**config.mk**
```make
export PLATFORM = sky130hd
export DESIGN_NAME = mdfs_ctrl
export DESIGN_NICKNAME = d
export VERILOG_FILES = /design/src/logic/mdfs_pkg.sv /design/src/logic/mdfs_pin_if.sv /design/src/logic/mdfs_pin_sync.sv /design/src/logic/mdfs_ctrl.sv
export SDC_FILE = /design/constraint.sdc
export NUM_CORES = 1
export LEC_CHECK = 0
export BUFFER_PORTS_ARGS = -buffer_cell sky130_fd_sc_hd__buf_4
export CELL_PAD_IN_SITES_DETAIL_PLACEMENT = 0
export CELL_PAD_IN_SITES_GLOBAL_PLACEMENT = 2
export CORE_AREA = 2 2 125 127
export DETAILED_ROUTE_END_ITERATION = 8
export DIE_AREA = 0 0 127 129
export GPL_TIMING_DRIVEN = 0
export PLACE_DENSITY_LB_ADDON = 0.25
export SLEW_MARGIN = 20
export SYNTH_ARGS = -nofsm -noshare
export SYNTH_HDL_FRONTEND = slang
export SYNTH_HIERARCHICAL = 1
export SYNTH_SLANG_ARGS = --single-unit
```
**constraint.sdc**
```tcl
create_clock -name aclk -period 3.1 [get_ports aclk]
set_input_delay 0.31 -clock aclk [delete_from_list [all_inputs] [get_ports aclk]]
set_output_delay 0.31 -clock aclk [all_outputs]
set_load 0.01 [all_outputs]
```
**src/logic/mdfs_pkg.sv**
```systemverilog
// constants, types and helpers for the motor driver fault and sleep controller
package mdfs_pkg;

  // clock and counter sizing
  localparam int CLK_MHZ = 250;
  localparam int CNT_W   = 20;

  // sleep pin clearing pulse window, in ns
  localparam int PULSE_MIN_NS   = 20000;
  localparam int PULSE_MAX_NS   = 40000;
  localparam int PULSE_LIMIT_NS = 120000;

  // default delays, in ns; they are top parameters so a bench can shorten them
  localparam int OCP_FILTER_NS_DEF  = 1000;
  localparam int SLEEP_ENTRY_NS_DEF = 100000;
  localparam int WAKE_NS_DEF        = 1000000;

  // order of the pins inside the synchroniser bundle
  localparam int PIN_W       = 5;
  localparam int PIN_SLEEP   = 0;
  localparam int PIN_SUPPLY  = 1;
  localparam int PIN_PUMP    = 2;
  localparam int PIN_OVC     = 3;
  localparam int PIN_THERMAL = 4;

  // register map, byte addresses
  localparam int                ADDR_W     = 4;
  localparam logic [ADDR_W-1:0] REG_STATUS = 4'h0;
  localparam logic [ADDR_W-1:0] REG_CTRL   = 4'h4;

  // status word fields
  localparam int STAT_SUPPLY_BIT = 0;
  localparam int STAT_PUMP_BIT   = 1;
  localparam int STAT_OCP_BIT    = 2;
  localparam int STAT_THERM_BIT  = 3;
  localparam int STAT_SLEEP_BIT  = 4;
  localparam int STAT_READY_BIT  = 5;
  localparam int STAT_PIN_BIT    = 6;
  localparam int STAT_STATE_LSB  = 8;

  // control word fields and reset value
  localparam int   CTRL_CLEAR_BIT   = 0;
  localparam int   CTRL_INHIBIT_BIT = 1;
  localparam logic CTRL_INHIBIT_RST = 1'h0;

  // bus responses
  localparam logic [1:0] RESP_OKAY   = 2'h0;
  localparam logic [1:0] RESP_SLVERR = 2'h2;

  // power states, gray coded along sleep, wake, active, lockout
  typedef enum logic [1:0] {
    ST_SLEEP   = 2'h0,
    ST_WAKE    = 2'h1,
    ST_ACTIVE  = 2'h3,
    ST_LOCKOUT = 2'h2
  } mdfs_state_t;

  // least time in ns to whole clock cycles, rounded up, never below one
  function automatic int cyc_at_least(input int ns);
    int c;
    c = (ns * CLK_MHZ + 999) / 1000;
    return (c < 1) ? 1 : c;
  endfunction

endpackage

```
**src/logic/mdfs_pin_if.sv**
```systemverilog
// bundle of qualified pin levels passed from the synchroniser to the controller
`timescale 1ns/1ps
interface mdfs_pin_if #(
  parameter int W = 5
);
  logic [W-1:0] level;

  modport src (output level);
  modport snk (input level);
endinterface

```
**src/logic/mdfs_pin_sync.sv**
```systemverilog
// three-stage pin synchroniser; a level counts once stages two and three agree
`timescale 1ns/1ps
module mdfs_pin_sync #(
  parameter int W = 5
) (
  // clock and reset
  input  logic          aclk,
  input  logic          aresetn,
  // raw asynchronous pins
  input  logic [W-1:0]  raw,
  // qualified levels
  mdfs_pin_if.src       pins
);

  typedef struct packed {
    logic [W-1:0] s1;
    logic [W-1:0] s2;
    logic [W-1:0] s3;
    logic [W-1:0] lvl;
  } mdfs_sync_t;

  mdfs_sync_t q;
  mdfs_sync_t d;

  if (W < 1) begin : g_chk
    $error("mdfs_pin_sync: W must be at least 1");
  end

  // shift chain; only stage two reads stage one, so metastability stays contained
  always_comb begin
    d     = q;
    d.s1  = raw;
    d.s2  = q.s1;
    d.s3  = q.s2;
    d.lvl = (~(q.s2 ^ q.s3) & q.s3) | ((q.s2 ^ q.s3) & q.lvl);
  end

  // pins reset to low, which reads as asleep and fault free
  always_ff @(posedge aclk) begin
    if (!aresetn) begin
      q <= '0;
    end else begin
      q <= d;
    end
  end

  assign pins.level = q.lvl;

endmodule

```
**src/logic/mdfs_ctrl.sv**
```systemverilog
// fault supervision and power state control for one h-bridge, with an axi4-lite port
//
// Summary of operation
// [RQ1] supply lockout turns off the bridge and the charge pump and pulls the fault pin low.
// [RQ2] when the supply recovers the bridge resumes and the fault pin releases by itself.
// [RQ3] pump rail undervoltage turns off the bridge and pulls the fault pin low, pump kept on; the code flags it only in ST_ACTIVE, not during wake.
// [RQ4] clearing of the pump rail undervoltage restores operation with no outside action.
// [RQ5] a current limit lasting past the filter time disables the bridge and flags a fault.
// [RQ6] an overcurrent fault stays latched until a clearing pulse or a power cycle; the code also clears it on a write of the control clear bit.
// [RQ7] overtemperature disables all bridge transistors and flags a fault.
// [RQ8] a thermal fault stays latched until cool and then cleared by pulse or power cycle; the code also clears it, once cool, by a control clear bit write.
// [RQ9] the sleep pin held low for the entry delay puts the device to sleep, pump off.
// [RQ10] raising the sleep pin wakes the device; inputs are accepted after the wake delay.
// [RQ11] active mode requires the sleep pin high and the supply above lockout.
// [RQ12] a low pulse longer than 20 us and shorter than 40 us clears all latched faults.
// [RQ13] a low pulse of 40 us to 120 us also clears latches; sleep may or may not follow.
// [RQ14] a clearing pulse leaves the charge pump and the other blocks as they were.
// [RQ15] the open-drain fault pin is released after power-up and pulled low on any fault.
// [RQ16] the fault pin is the or of all live and latched faults; delays are parameters.
//
// Added by the designer: the address map and register access over AXI4-Lite.
`timescale 1ns/1ps
module mdfs_ctrl
  import mdfs_pkg::*;
#(
  parameter int OCP_FILTER_NS  = OCP_FILTER_NS_DEF,
  parameter int SLEEP_ENTRY_NS = SLEEP_ENTRY_NS_DEF,
  parameter int WAKE_NS        = WAKE_NS_DEF,
  parameter int CLEAR_MIN_NS   = PULSE_MIN_NS
) (
  // clock and reset
  input  logic              aclk,
  input  logic              aresetn,
  // device pins and analog comparator levels
  input  logic              sleep_control_pin,
  input  logic              supply_lockout,
  input  logic              pump_rail_undervoltage,
  input  logic              overcurrent_trip,
  input  logic              thermal_shutdown,
  // power stage controls
  output logic              bridge_enable,
  output logic              charge_pump_enable,
  output logic              device_ready,
  // open-drain fault pin
  output logic              fault_indicator_out_o,
  output logic              fault_indicator_out_oe_n,
  // axi4-lite write address and data
  input  logic [ADDR_W-1:0] s_axi_awaddr,
  input  logic [2:0]        s_axi_awprot,
  input  logic              s_axi_awvalid,
  output logic              s_axi_awready,
  input  logic [31:0]       s_axi_wdata,
  input  logic [3:0]        s_axi_wstrb,
  input  logic              s_axi_wvalid,
  output logic              s_axi_wready,
  // axi4-lite write response
  output logic [1:0]        s_axi_bresp,
  output logic              s_axi_bvalid,
  input  logic              s_axi_bready,
  // axi4-lite read
  input  logic [ADDR_W-1:0] s_axi_araddr,
  input  logic [2:0]        s_axi_arprot,
  input  logic              s_axi_arvalid,
  output logic              s_axi_arready,
  output logic [31:0]       s_axi_rdata,
  output logic [1:0]        s_axi_rresp,
  output logic              s_axi_rvalid,
  input  logic              s_axi_rready
);

  // cycle counts derived from the delay parameters
  localparam int CLR_CYC   = cyc_at_least(CLEAR_MIN_NS);
  localparam int SLEEP_CYC = cyc_at_least(SLEEP_ENTRY_NS);
  localparam int WAKE_CYC  = cyc_at_least(WAKE_NS);
  localparam int OCP_CYC   = cyc_at_least(OCP_FILTER_NS);
  localparam logic [CNT_W-1:0] CLR_CNT   = CNT_W'(CLR_CYC);
  localparam logic [CNT_W-1:0] SLEEP_CNT = CNT_W'(SLEEP_CYC);
  localparam logic [CNT_W-1:0] WAKE_LAST = CNT_W'(WAKE_CYC - 1);
  localparam logic [CNT_W-1:0] OCP_LAST  = CNT_W'(OCP_CYC - 1);

  // the clearing pulse must end before sleep entry, and every count must fit
  if (SLEEP_ENTRY_NS < PULSE_MAX_NS || SLEEP_ENTRY_NS > PULSE_LIMIT_NS ||
      CLEAR_MIN_NS >= PULSE_MAX_NS || WAKE_CYC >= (1 << CNT_W) ||
      OCP_CYC >= (1 << CNT_W)) begin : g_chk
    $error("mdfs_ctrl: delay parameters out of range");
  end

  typedef struct packed {
    mdfs_state_t       st;
    logic [CNT_W-1:0]  low_cnt;
    logic [CNT_W-1:0]  wake_cnt;
    logic [CNT_W-1:0]  ocp_cnt;
    logic              ocp_lat;
    logic              therm_lat;
    logic              inhibit;
    logic              bridge_en;
    logic              pump_en;
    logic              fault_oe_n;
    logic              aw_held;
    logic [ADDR_W-1:0] awaddr;
    logic              w_held;
    logic [31:0]       wdata;
    logic [3:0]        wstrb;
    logic              bvalid;
    logic [1:0]        bresp;
    logic              rvalid;
    logic [1:0]        rresp;
    logic [31:0]       rdata;
  } mdfs_ctrl_t;

  mdfs_ctrl_t q;
  mdfs_ctrl_t d;

  // qualified pins
  mdfs_pin_if #(.W(PIN_W)) pins_if ();

  mdfs_pin_sync #(.W(PIN_W)) u_sync (
    .aclk    (aclk),
    .aresetn (aresetn),
    .raw     ({thermal_shutdown, overcurrent_trip, pump_rail_undervoltage,
                supply_lockout, sleep_control_pin}),
    .pins    (pins_if.src)
  );

  logic pin_hi;
  logic sup_low;
  logic pump_low;
  logic ovc_on;
  logic hot;
  logic pulse_clear;
  logic sw_clear;
  logic sleep_go;
  logic pump_flt;
  logic clear_all;
  logic [31:0] status_word;

  assign pin_hi   = pins_if.level[PIN_SLEEP];
  assign sup_low  = pins_if.level[PIN_SUPPLY];
  assign pump_low = pins_if.level[PIN_PUMP];
  assign ovc_on   = pins_if.level[PIN_OVC];
  assign hot      = pins_if.level[PIN_THERMAL];

  // register decode shared by the write and read paths
  function automatic logic [1:0] reg_sel(input logic [ADDR_W-1:0] a);
    if (a == REG_STATUS) begin
      return 2'h1;
    end else if (a == REG_CTRL) begin
      return 2'h2;
    end else begin
      return 2'h0;
    end
  endfunction

  // status word as software sees it
  always_comb begin
    status_word                                  = '0;
    status_word[STAT_SUPPLY_BIT]                 = sup_low;
    status_word[STAT_PUMP_BIT]                   = pump_low;
    status_word[STAT_OCP_BIT]                    = q.ocp_lat;
    status_word[STAT_THERM_BIT]                  = q.therm_lat;
    status_word[STAT_SLEEP_BIT]                  = (q.st == ST_SLEEP);
    status_word[STAT_READY_BIT]                  = (q.st == ST_ACTIVE);
    status_word[STAT_PIN_BIT]                    = pin_hi;
    status_word[STAT_STATE_LSB+1:STAT_STATE_LSB] = q.st;
  end

  // handshake readies come straight from the held flags
  assign s_axi_awready = !q.aw_held && !q.bvalid;
  assign s_axi_wready  = !q.w_held && !q.bvalid;
  assign s_axi_arready = !q.rvalid;

  // next-state logic for bus, timers, fault latches and power stage
  always_comb begin
    d           = q;
    sw_clear    = 1'b0;
    // bus write: address and data taken in either order, then one response
    if (s_axi_awvalid && s_axi_awready) begin
      d.aw_held = 1'b1;
      d.awaddr  = s_axi_awaddr;
    end
    if (s_axi_wvalid && s_axi_wready) begin
      d.w_held = 1'b1;
      d.wdata  = s_axi_wdata;
      d.wstrb  = s_axi_wstrb;
    end
    if (q.bvalid && s_axi_bready) begin
      d.bvalid = 1'b0;
    end
    if (q.aw_held && q.w_held && !q.bvalid) begin
      d.aw_held = 1'b0;
      d.w_held  = 1'b0;
      d.bvalid  = 1'b1;
      d.bresp   = RESP_OKAY;
      if (reg_sel(q.awaddr) == 2'h2) begin
        if (q.wstrb[0]) begin
          d.inhibit = q.wdata[CTRL_INHIBIT_BIT];
          sw_clear  = q.wdata[CTRL_CLEAR_BIT];
        end
      end else if (reg_sel(q.awaddr) == 2'h0) begin
        d.bresp = RESP_SLVERR;
      end
    end
    // bus read: unmapped addresses read zero with an error response
    if (q.rvalid && s_axi_rready) begin
      d.rvalid = 1'b0;
    end
    if (s_axi_arvalid && s_axi_arready) begin
      d.rvalid = 1'b1;
      d.rresp  = RESP_OKAY;
      d.rdata  = '0;
      if (reg_sel(s_axi_araddr) == 2'h1) begin
        d.rdata = status_word;
      end else if (reg_sel(s_axi_araddr) == 2'h2) begin
        d.rdata[CTRL_INHIBIT_BIT] = q.inhibit;
      end else begin
        d.rresp = RESP_SLVERR;
      end
    end
    // how long the sleep pin has been low, saturating
    if (pin_hi) begin
      d.low_cnt = '0;
    end else if (q.low_cnt != '1) begin
      d.low_cnt = q.low_cnt + 1'b1;
    end
    pulse_clear = !pin_hi && (q.low_cnt == CLR_CNT); // [RQ12] [RQ13]
    sleep_go    = !pin_hi && (q.low_cnt == SLEEP_CNT); // [RQ9]
    // supply lockout clears the fault latches, which acts as a power cycle
    clear_all   = pulse_clear || sw_clear || sup_low; // [RQ6] [RQ8]
    // pump rail is only judged once the device is awake and the pump has settled
    pump_flt    = pump_low && (q.st == ST_ACTIVE); // [RQ3]
    // power state machine
    case (q.st)
      ST_SLEEP: begin
        if (sup_low) begin
          d.st = ST_LOCKOUT;
        end else if (pin_hi) begin
          d.st       = ST_WAKE; // [RQ10]
          d.wake_cnt = '0;
        end
      end
      ST_WAKE: begin
        if (sup_low) begin
          d.st = ST_LOCKOUT;
        end else if (sleep_go) begin
          d.st = ST_SLEEP;
        end else if (q.wake_cnt == WAKE_LAST && pin_hi) begin
          d.st = ST_ACTIVE; // [RQ10] [RQ11]
        end else if (q.wake_cnt != WAKE_LAST) begin
          d.wake_cnt = q.wake_cnt + 1'b1;
        end
      end
      ST_ACTIVE: begin
        // a short clearing pulse does not leave this state
        if (sup_low) begin
          d.st = ST_LOCKOUT; // [RQ1] [RQ11]
        end else if (sleep_go) begin
          d.st = ST_SLEEP; // [RQ9]
        end
      end
      ST_LOCKOUT: begin
        if (!sup_low) begin
          d.st       = pin_hi ? ST_WAKE : ST_SLEEP; // [RQ2]
          d.wake_cnt = '0;
        end
      end
      default: begin
        d.st = ST_SLEEP;
      end
    endcase
    // overcurrent filter counts consecutive cycles of current limit while driving
    if (ovc_on && q.bridge_en) begin
      if (q.ocp_cnt != '1) begin
        d.ocp_cnt = q.ocp_cnt + 1'b1;
      end
    end else begin
      d.ocp_cnt = '0;
    end
    // latches: a thermal fault or a completed overcurrent filter in the clearing cycle wins over the clear
    d.ocp_lat   = (ovc_on && q.bridge_en && q.ocp_cnt == OCP_LAST) ||
                  (q.ocp_lat && !clear_all); // [RQ5] [RQ6]
    d.therm_lat = hot || (q.therm_lat && !clear_all); // [RQ7] [RQ8]
    // power stage outputs follow the next state, so they lag the pins by one edge
    d.bridge_en  = (d.st == ST_ACTIVE) && !pump_flt && !d.ocp_lat &&
                   !d.therm_lat && !d.inhibit; // [RQ1] [RQ3] [RQ4] [RQ5] [RQ7] [RQ11]
    d.pump_en    = (d.st == ST_WAKE || d.st == ST_ACTIVE) && !d.therm_lat; // [RQ1] [RQ3] [RQ14]
    d.fault_oe_n = !(sup_low || pump_flt || d.ocp_lat || d.therm_lat); // [RQ15] [RQ16]
  end

  // single state register; fault pin released from reset
  always_ff @(posedge aclk) begin
    if (!aresetn) begin
      q            <= '0;
      q.st         <= ST_SLEEP;
      q.inhibit    <= CTRL_INHIBIT_RST;
      q.fault_oe_n <= 1'b1;
    end else begin
      q <= d;
    end
  end

  // outputs
  assign bridge_enable            = q.bridge_en;
  assign charge_pump_enable       = q.pump_en;
  assign device_ready             = (q.st == ST_ACTIVE);
  assign fault_indicator_out_o    = 1'b0; // open drain only ever pulls low
  assign fault_indicator_out_oe_n = q.fault_oe_n;
  assign s_axi_bvalid             = q.bvalid;
  assign s_axi_bresp              = q.bresp;
  assign s_axi_rvalid             = q.rvalid;
  assign s_axi_rresp              = q.rresp;
  assign s_axi_rdata              = q.rdata;
endmodule

```
==> results.ini, run 1 <==
[cells_and_area]
drive_above_1_share=0.177
seq_area_sq_um=2200
multi_input_area_sq_um=2590
stdcell_count=853
area_growth_pct=18.4
fillers=1548
diodes=0
nets=728

[floorplan]
dieArea_sq_um=16400
fp.coreArea_sq_um=15000
initial_core_util=0.344
die_h_um=129
num_io_pins=108
die_width_um=127
std_cell_rows=45

[detailed_routing]
wire_per_inst_um=13.2
firstDrtPassIters=4
drt_iter0_markers=163
wirelength_um=11300
drc_errors=0
antenna_left=0
vias=4086
viasPerCell=4.79

[outcome]
outcome=completed

[global_route]
grt_usage=0.143
grt_pass1_vias=4079
overflow=0
grt_pass1_wl_um=18900
grt_max_degree=19
antenna_found_initial=0

[setup_path]
cp_slowest_cell=nor3_2
max_stage_delay_ns=0.40
critPathKind=flop to flop
crit_fanout=10
arrival_ns=2.72
crit_required_ns=3.38
end_kind=flop
worstPathCellList=buf_4, nor4_1, nand4_1, nor3_2, or3_1, buf_4, buf_6, buf_6, o21ai_0, a21oi_1
critPathLaunchType=flop
r2r_slack_ns=0.66

[job]
cap_viol_max_count=0

[yosys]
synth.avg_cell_area_sq_um=8.85
synth_edf_count=0
synthCells=583
yosysTopAreaCell=dfxtp_1
synth.area.top_cells=dfxtp_1, buf_4, xnor2_1
synth-warning-count=6
yosysSeqAreaShare=0.427
yosysTopAreaCellShare=0.427
synth_flop_cell=dfxtp_1
synth.distinct_cells=52
synth_area_sq_um=5160
async_flop_share=0
ys_ff_latch=110

[clock_tree]
cts_resized=0
numCtsBuffers=9
clk_pin_slew_ns=0.07
clk_latency_ns=0.35
cts_root_buf=clkbuf_16
cts_sinks=110
htree_levels=3
cts_tree=done
cts_setup_buffers=0
cts_hold_buf=0
cts_buffer_depth=2

[sta]
finalHoldViolations=0
fmax_mhz=410
post-route-min-period_ns=2.44
finClkSkew_ns=0.00935
tns_ns=0
report.final.slew_viol_count=0
slew_headroom=0.328
setup_viol=0
fin_crit_sh=0.787
grt_setup_unrepaired=false
tightest_slew_ns=1.00

[placed_design]
place_congestion=0.816
dpl.hpwl_um=8410
port-buffer-count=42
placed_cells=838

[hold_path]
hold_path_class=input port to flop

[power]
ir_drop_uv=256
p_leak_nw=2.35
power_per_cell_area_nw_per_um2=460

## stage by stage
step                      setup slack [ns]  hold WS, ns  area (sq um)  total power [W]   util
final                                0.661        0.163          6110          0.00281  0.408
after global routing                 0.444        0.149          6110          0.00294  0.408
after CTS                            0.689        0.147          6110          0.00287  0.408
after detailed placement             0.709        0.429          5800          0.00166  0.387
after global placement               0.692        0.424          5800          0.00165  0.387
after floorplan                      0.973        0.412          5250          0.00160      -
## logic make-up after synthesis
family / after synthesis / synth area share
adder cells (fa/ha/maj): 5 / 0.0121
AO/OA/AOI/OAI: 83 / 0.107
AND/OR/NAND/NOR: 268 / 0.285
flip-flops: 110 / 0.427
XOR/XNOR: 32 / 0.0543
buffers and inverters: 71 / 0.0885
multiplexers: 13 / 0.0252
other: 1 / 0.000727
## cells in the mapped netlist, types with 12 or more instances
cell type,number
a21oi_1,23
and2_1,23
and3_1,15
buf_4,44
clkbuf_1,14
dfxtp_1,110
mux2i_1,13
nand2_1,42
nand3_1,30
nand4_1,12
nor2_1,48
nor2b_1,24
o21ai_0,15
or3_1,13
xnor2_1,24
## report_power, final
part | switching [W] | internal, W
Sequential | 0.0000155 | 0.00144
Combinational | 0.0000807 | 0.0000890
Clock | 0.000533 | 0.000655
Total | 0.000630 | 0.00218
## worst paths after layout
path,to,startpoint,cells past startpoint
max,q[123],flop,10
min reg2reg,u_sync/d[7],u_sync/d[12],1
max reg2reg,q[123],flop,10
min,u_sync/d[12],pump_rail_undervoltage,2
## state kept, by name, indices dropped and copies added (netlist names), named ones only
name and cells:
s_axi_rresp 1, fault_indicator_out_oe_n 1, s_axi_bresp 1, charge_pump_enable 1, u_sync/q 5, s_axi_rvalid 1
bridge_enable 1, q 74, s_axi_rdata 9, u_sync/d 10, s_axi_bvalid 1
## cells in the final DEF (no fill, tap or decap), types with 11 or more instances in the layout
cell type and instances:
a21oi_1 23, nor3_1 11, mux2i_1 13, nor4_1 11, and2_1 23, clkbuf_1 14, nand3_1 30, o21ai_0 15
or3_1 13, nand2_1 42, conb_1 26, nor2_1 48, nor2b_1 24, and3_1 15, xnor2_1 24, dfxtp_1 110
nand4_1 12, buf_4 86
## per-layer routing
layer,up-vias,GRT usage,wire length (um)
met2,39,0.246,5360
met5,-,0,0
met4,0,0.0440,111
li1,2130,-,-
met3,9,0.0378,299
met1,1908,0.176,5500
## cell type report
type / instances / share of cell area
tap: 188 / 0.0385
timing repair buffer: 42 / 0.0516
sequential: 110 / 0.361
inverter: 8 / 0.00492
clock buffer: 10 / 0.0391
buffer: 63 / 0.0699
clock inverter: 5 / 0.0107
multi-input combinational: 427 / 0.425
## worst max-delay path, delay by kind of cell (launching register included)
family / cells / cell delay [ns]
compound gates: 2 / 0.21
buf+inv: 4 / 0.65
flops: 1 / 0.33
simple gates: 4 / 1.18
Note: power is estimated with default switching activity, not from simulation.
==> run 2, diff against run 1 <==
--- a/config.mk
+++ b/config.mk
@@ -8,9 +8,9 @@
 export BUFFER_PORTS_ARGS = -buffer_cell sky130_fd_sc_hd__buf_4
 export CELL_PAD_IN_SITES_DETAIL_PLACEMENT = 0
 export CELL_PAD_IN_SITES_GLOBAL_PLACEMENT = 2
-export CORE_AREA = 2 2 125 127
+export CORE_AREA = 2 2 129 131
 export DETAILED_ROUTE_END_ITERATION = 8
-export DIE_AREA = 0 0 127 129
+export DIE_AREA = 0 0 131 133
 export GPL_TIMING_DRIVEN = 0
 export PLACE_DENSITY_LB_ADDON = 0.25
 export SLEW_MARGIN = 20
==> constraint.sdc (replaced) <==
create_clock -name aclk -period 2.4 [get_ports aclk]
set_input_delay 0.24 -clock aclk [delete_from_list [all_inputs] [get_ports aclk]]
set_output_delay 0.24 -clock aclk [all_outputs]
set_load 0.01 [all_outputs]
==> results.ini, run 2 (synthesis gave the netlist of run 1 again) <==
[outcome]
outcome=completed

[job]
cap_viol_max_count=0

[sta]
setup_viol=0
post-route-min-period_ns=2.32
fmax_mhz=431
report.final.slew_viol_count=0
tns_ns=0
fin_crit_sh=0.968
finClkSkew_ns=0.0113
finalHoldViolations=0
slew_headroom=0.421
grt_setup_unrepaired=false
tightest_slew_ns=0.862

[detailed_routing]
viasPerCell=4.66
vias=4148
antenna_left=0
firstDrtPassIters=4
wire_per_inst_um=13.0
wirelength_um=11600
drc_errors=0
drt_iter0_markers=160

[setup_path]
cp_slowest_cell=or4_4
critPathKind=flop to flop
crit_fanout=6
worstPathCellList=ha_1, and3_1, nand2_1, o31ai_4, or4_4, or4_1, a21oi_1
critPathLaunchType=flop
end_kind=flop
max_stage_delay_ns=0.53
crit_required_ns=2.68
arrival_ns=2.60

[placed_design]
port-buffer-count=42
placed_cells=870
place_congestion=0.779
dpl.hpwl_um=8450

[clock_tree]
cts_tree=done
numCtsBuffers=9
cts_buffer_depth=2
cts_hold_buf=0
cts_sinks=110
clk_latency_ns=0.36
htree_levels=3
clk_pin_slew_ns=0.07
cts_root_buf=clkbuf_16

[floorplan]
num_io_pins=108
std_cell_rows=47
die_h_um=133
die_width_um=131
initial_core_util=0.319
fp.coreArea_sq_um=16200
dieArea_sq_um=17400

[global_route]
grt_max_degree=20
grt_usage=0.138
overflow=0
grt_pass1_vias=3886
antenna_found_initial=0
grt_pass1_wl_um=19200

[cells_and_area]
area_growth_pct=20.1
fillers=1666
nets=733
drive_above_1_share=0.192
final_cell_mix=dfxtp_1, buf_4, nor2_1
diodes=0
mostFrequentLayoutCell=dfxtp_1
stdcell_count=891
largest_register_ffs=74
top_register=q

[power]
ir_drop_uv=339
p_leak_nw=2.36
power_per_cell_area_nw_per_um2=570

[hold_path]
hold_path_class=input port to flop

## run 2: cell types whose count changed in the layout (fill, tap and decap cells not counted), moves of 2 or more
cell        before  now
buf_4           86   91
clkinvlp_4       0    3
nor4b_2          0    2
dfxtp_1        110  108
dfxtp_2          0    2
nor4b_1          9    7
## run 2: final cells by class
type / instances / area, sq um / share of cell area
Inverter: 8 / 30.0 / 0.00485
Timing Repair Buffer: 47 / 353 / 0.0569
Sequential cell: 110 / 2200 / 0.356
Buffer: 63 / 428 / 0.0691
Clock inverter: 6 / 51.3 / 0.00828
Clock buffer: 10 / 229 / 0.0370
Multi-Input combinational cell: 427 / 2630 / 0.424
Tap cell: 220 / 275 / 0.0444
## run 2: repair_timing
action	in CTS	in global routing
endpoints found under the setup margin	1	27
resized for setup	0	9
buffers inserted	0	5
pin swaps	1	3
## run 2: critical path: cells and delay by family, from the launching register on
family | cells | cell delay [ns]
and+or+nand+nor | 4 | 1.37
AOI/OAI and AO/OA | 2 | 0.27
DFF | 1 | 0.35
adders and majority gates | 1 | 0.24
## run 2: power breakdown
part | total, W | internal [W] | switching (W) | leakage (nW)
Combinational | 0.000220 | 0.000115 | 0.000105 | 1.34
Clock | 0.00144 | 0.000720 | 0.000717 | 0.128
Sequential | 0.00188 | 0.00186 | 0.0000197 | 0.892
Total | 0.00353 | 0.00269 | 0.000841 | 2.36
## run 2: stage by stage
stage	total power, W	cell area, sq um	util	hold slack, ns	worst slack [ns]
floorplan	0.00206	5250	-	0.362	0.273
global placement	0.00214	5840	0.361	0.428	0.0273
detailed placement	0.00214	5840	0.361	0.424	0.00610
CTS	0.00360	6120	0.379	0.0734	0.00735
global route	0.00371	6200	0.383	0.0725	0.000785
finish	0.00353	6200	0.383	0.0895	0.0776
## run 2: final timing paths
path,from,to,slack [ns],depth (start not counted)
max,q[106],q[122],0.08,7
min,sleep_control_pin,u_sync/d[10],0.09,2
max reg2reg,q[106],q[122],0.08,7
min reg2reg,u_sync/d[13],u_sync/d[8],0.44,1
## run 2: layer usage
layer | global-route usage | wire, um
met1 | 0.181 | 5420
met5 | 0 | 0
met2 | 0.223 | 5650
met4 | 0.0361 | 107
met3 | 0.0392 | 401
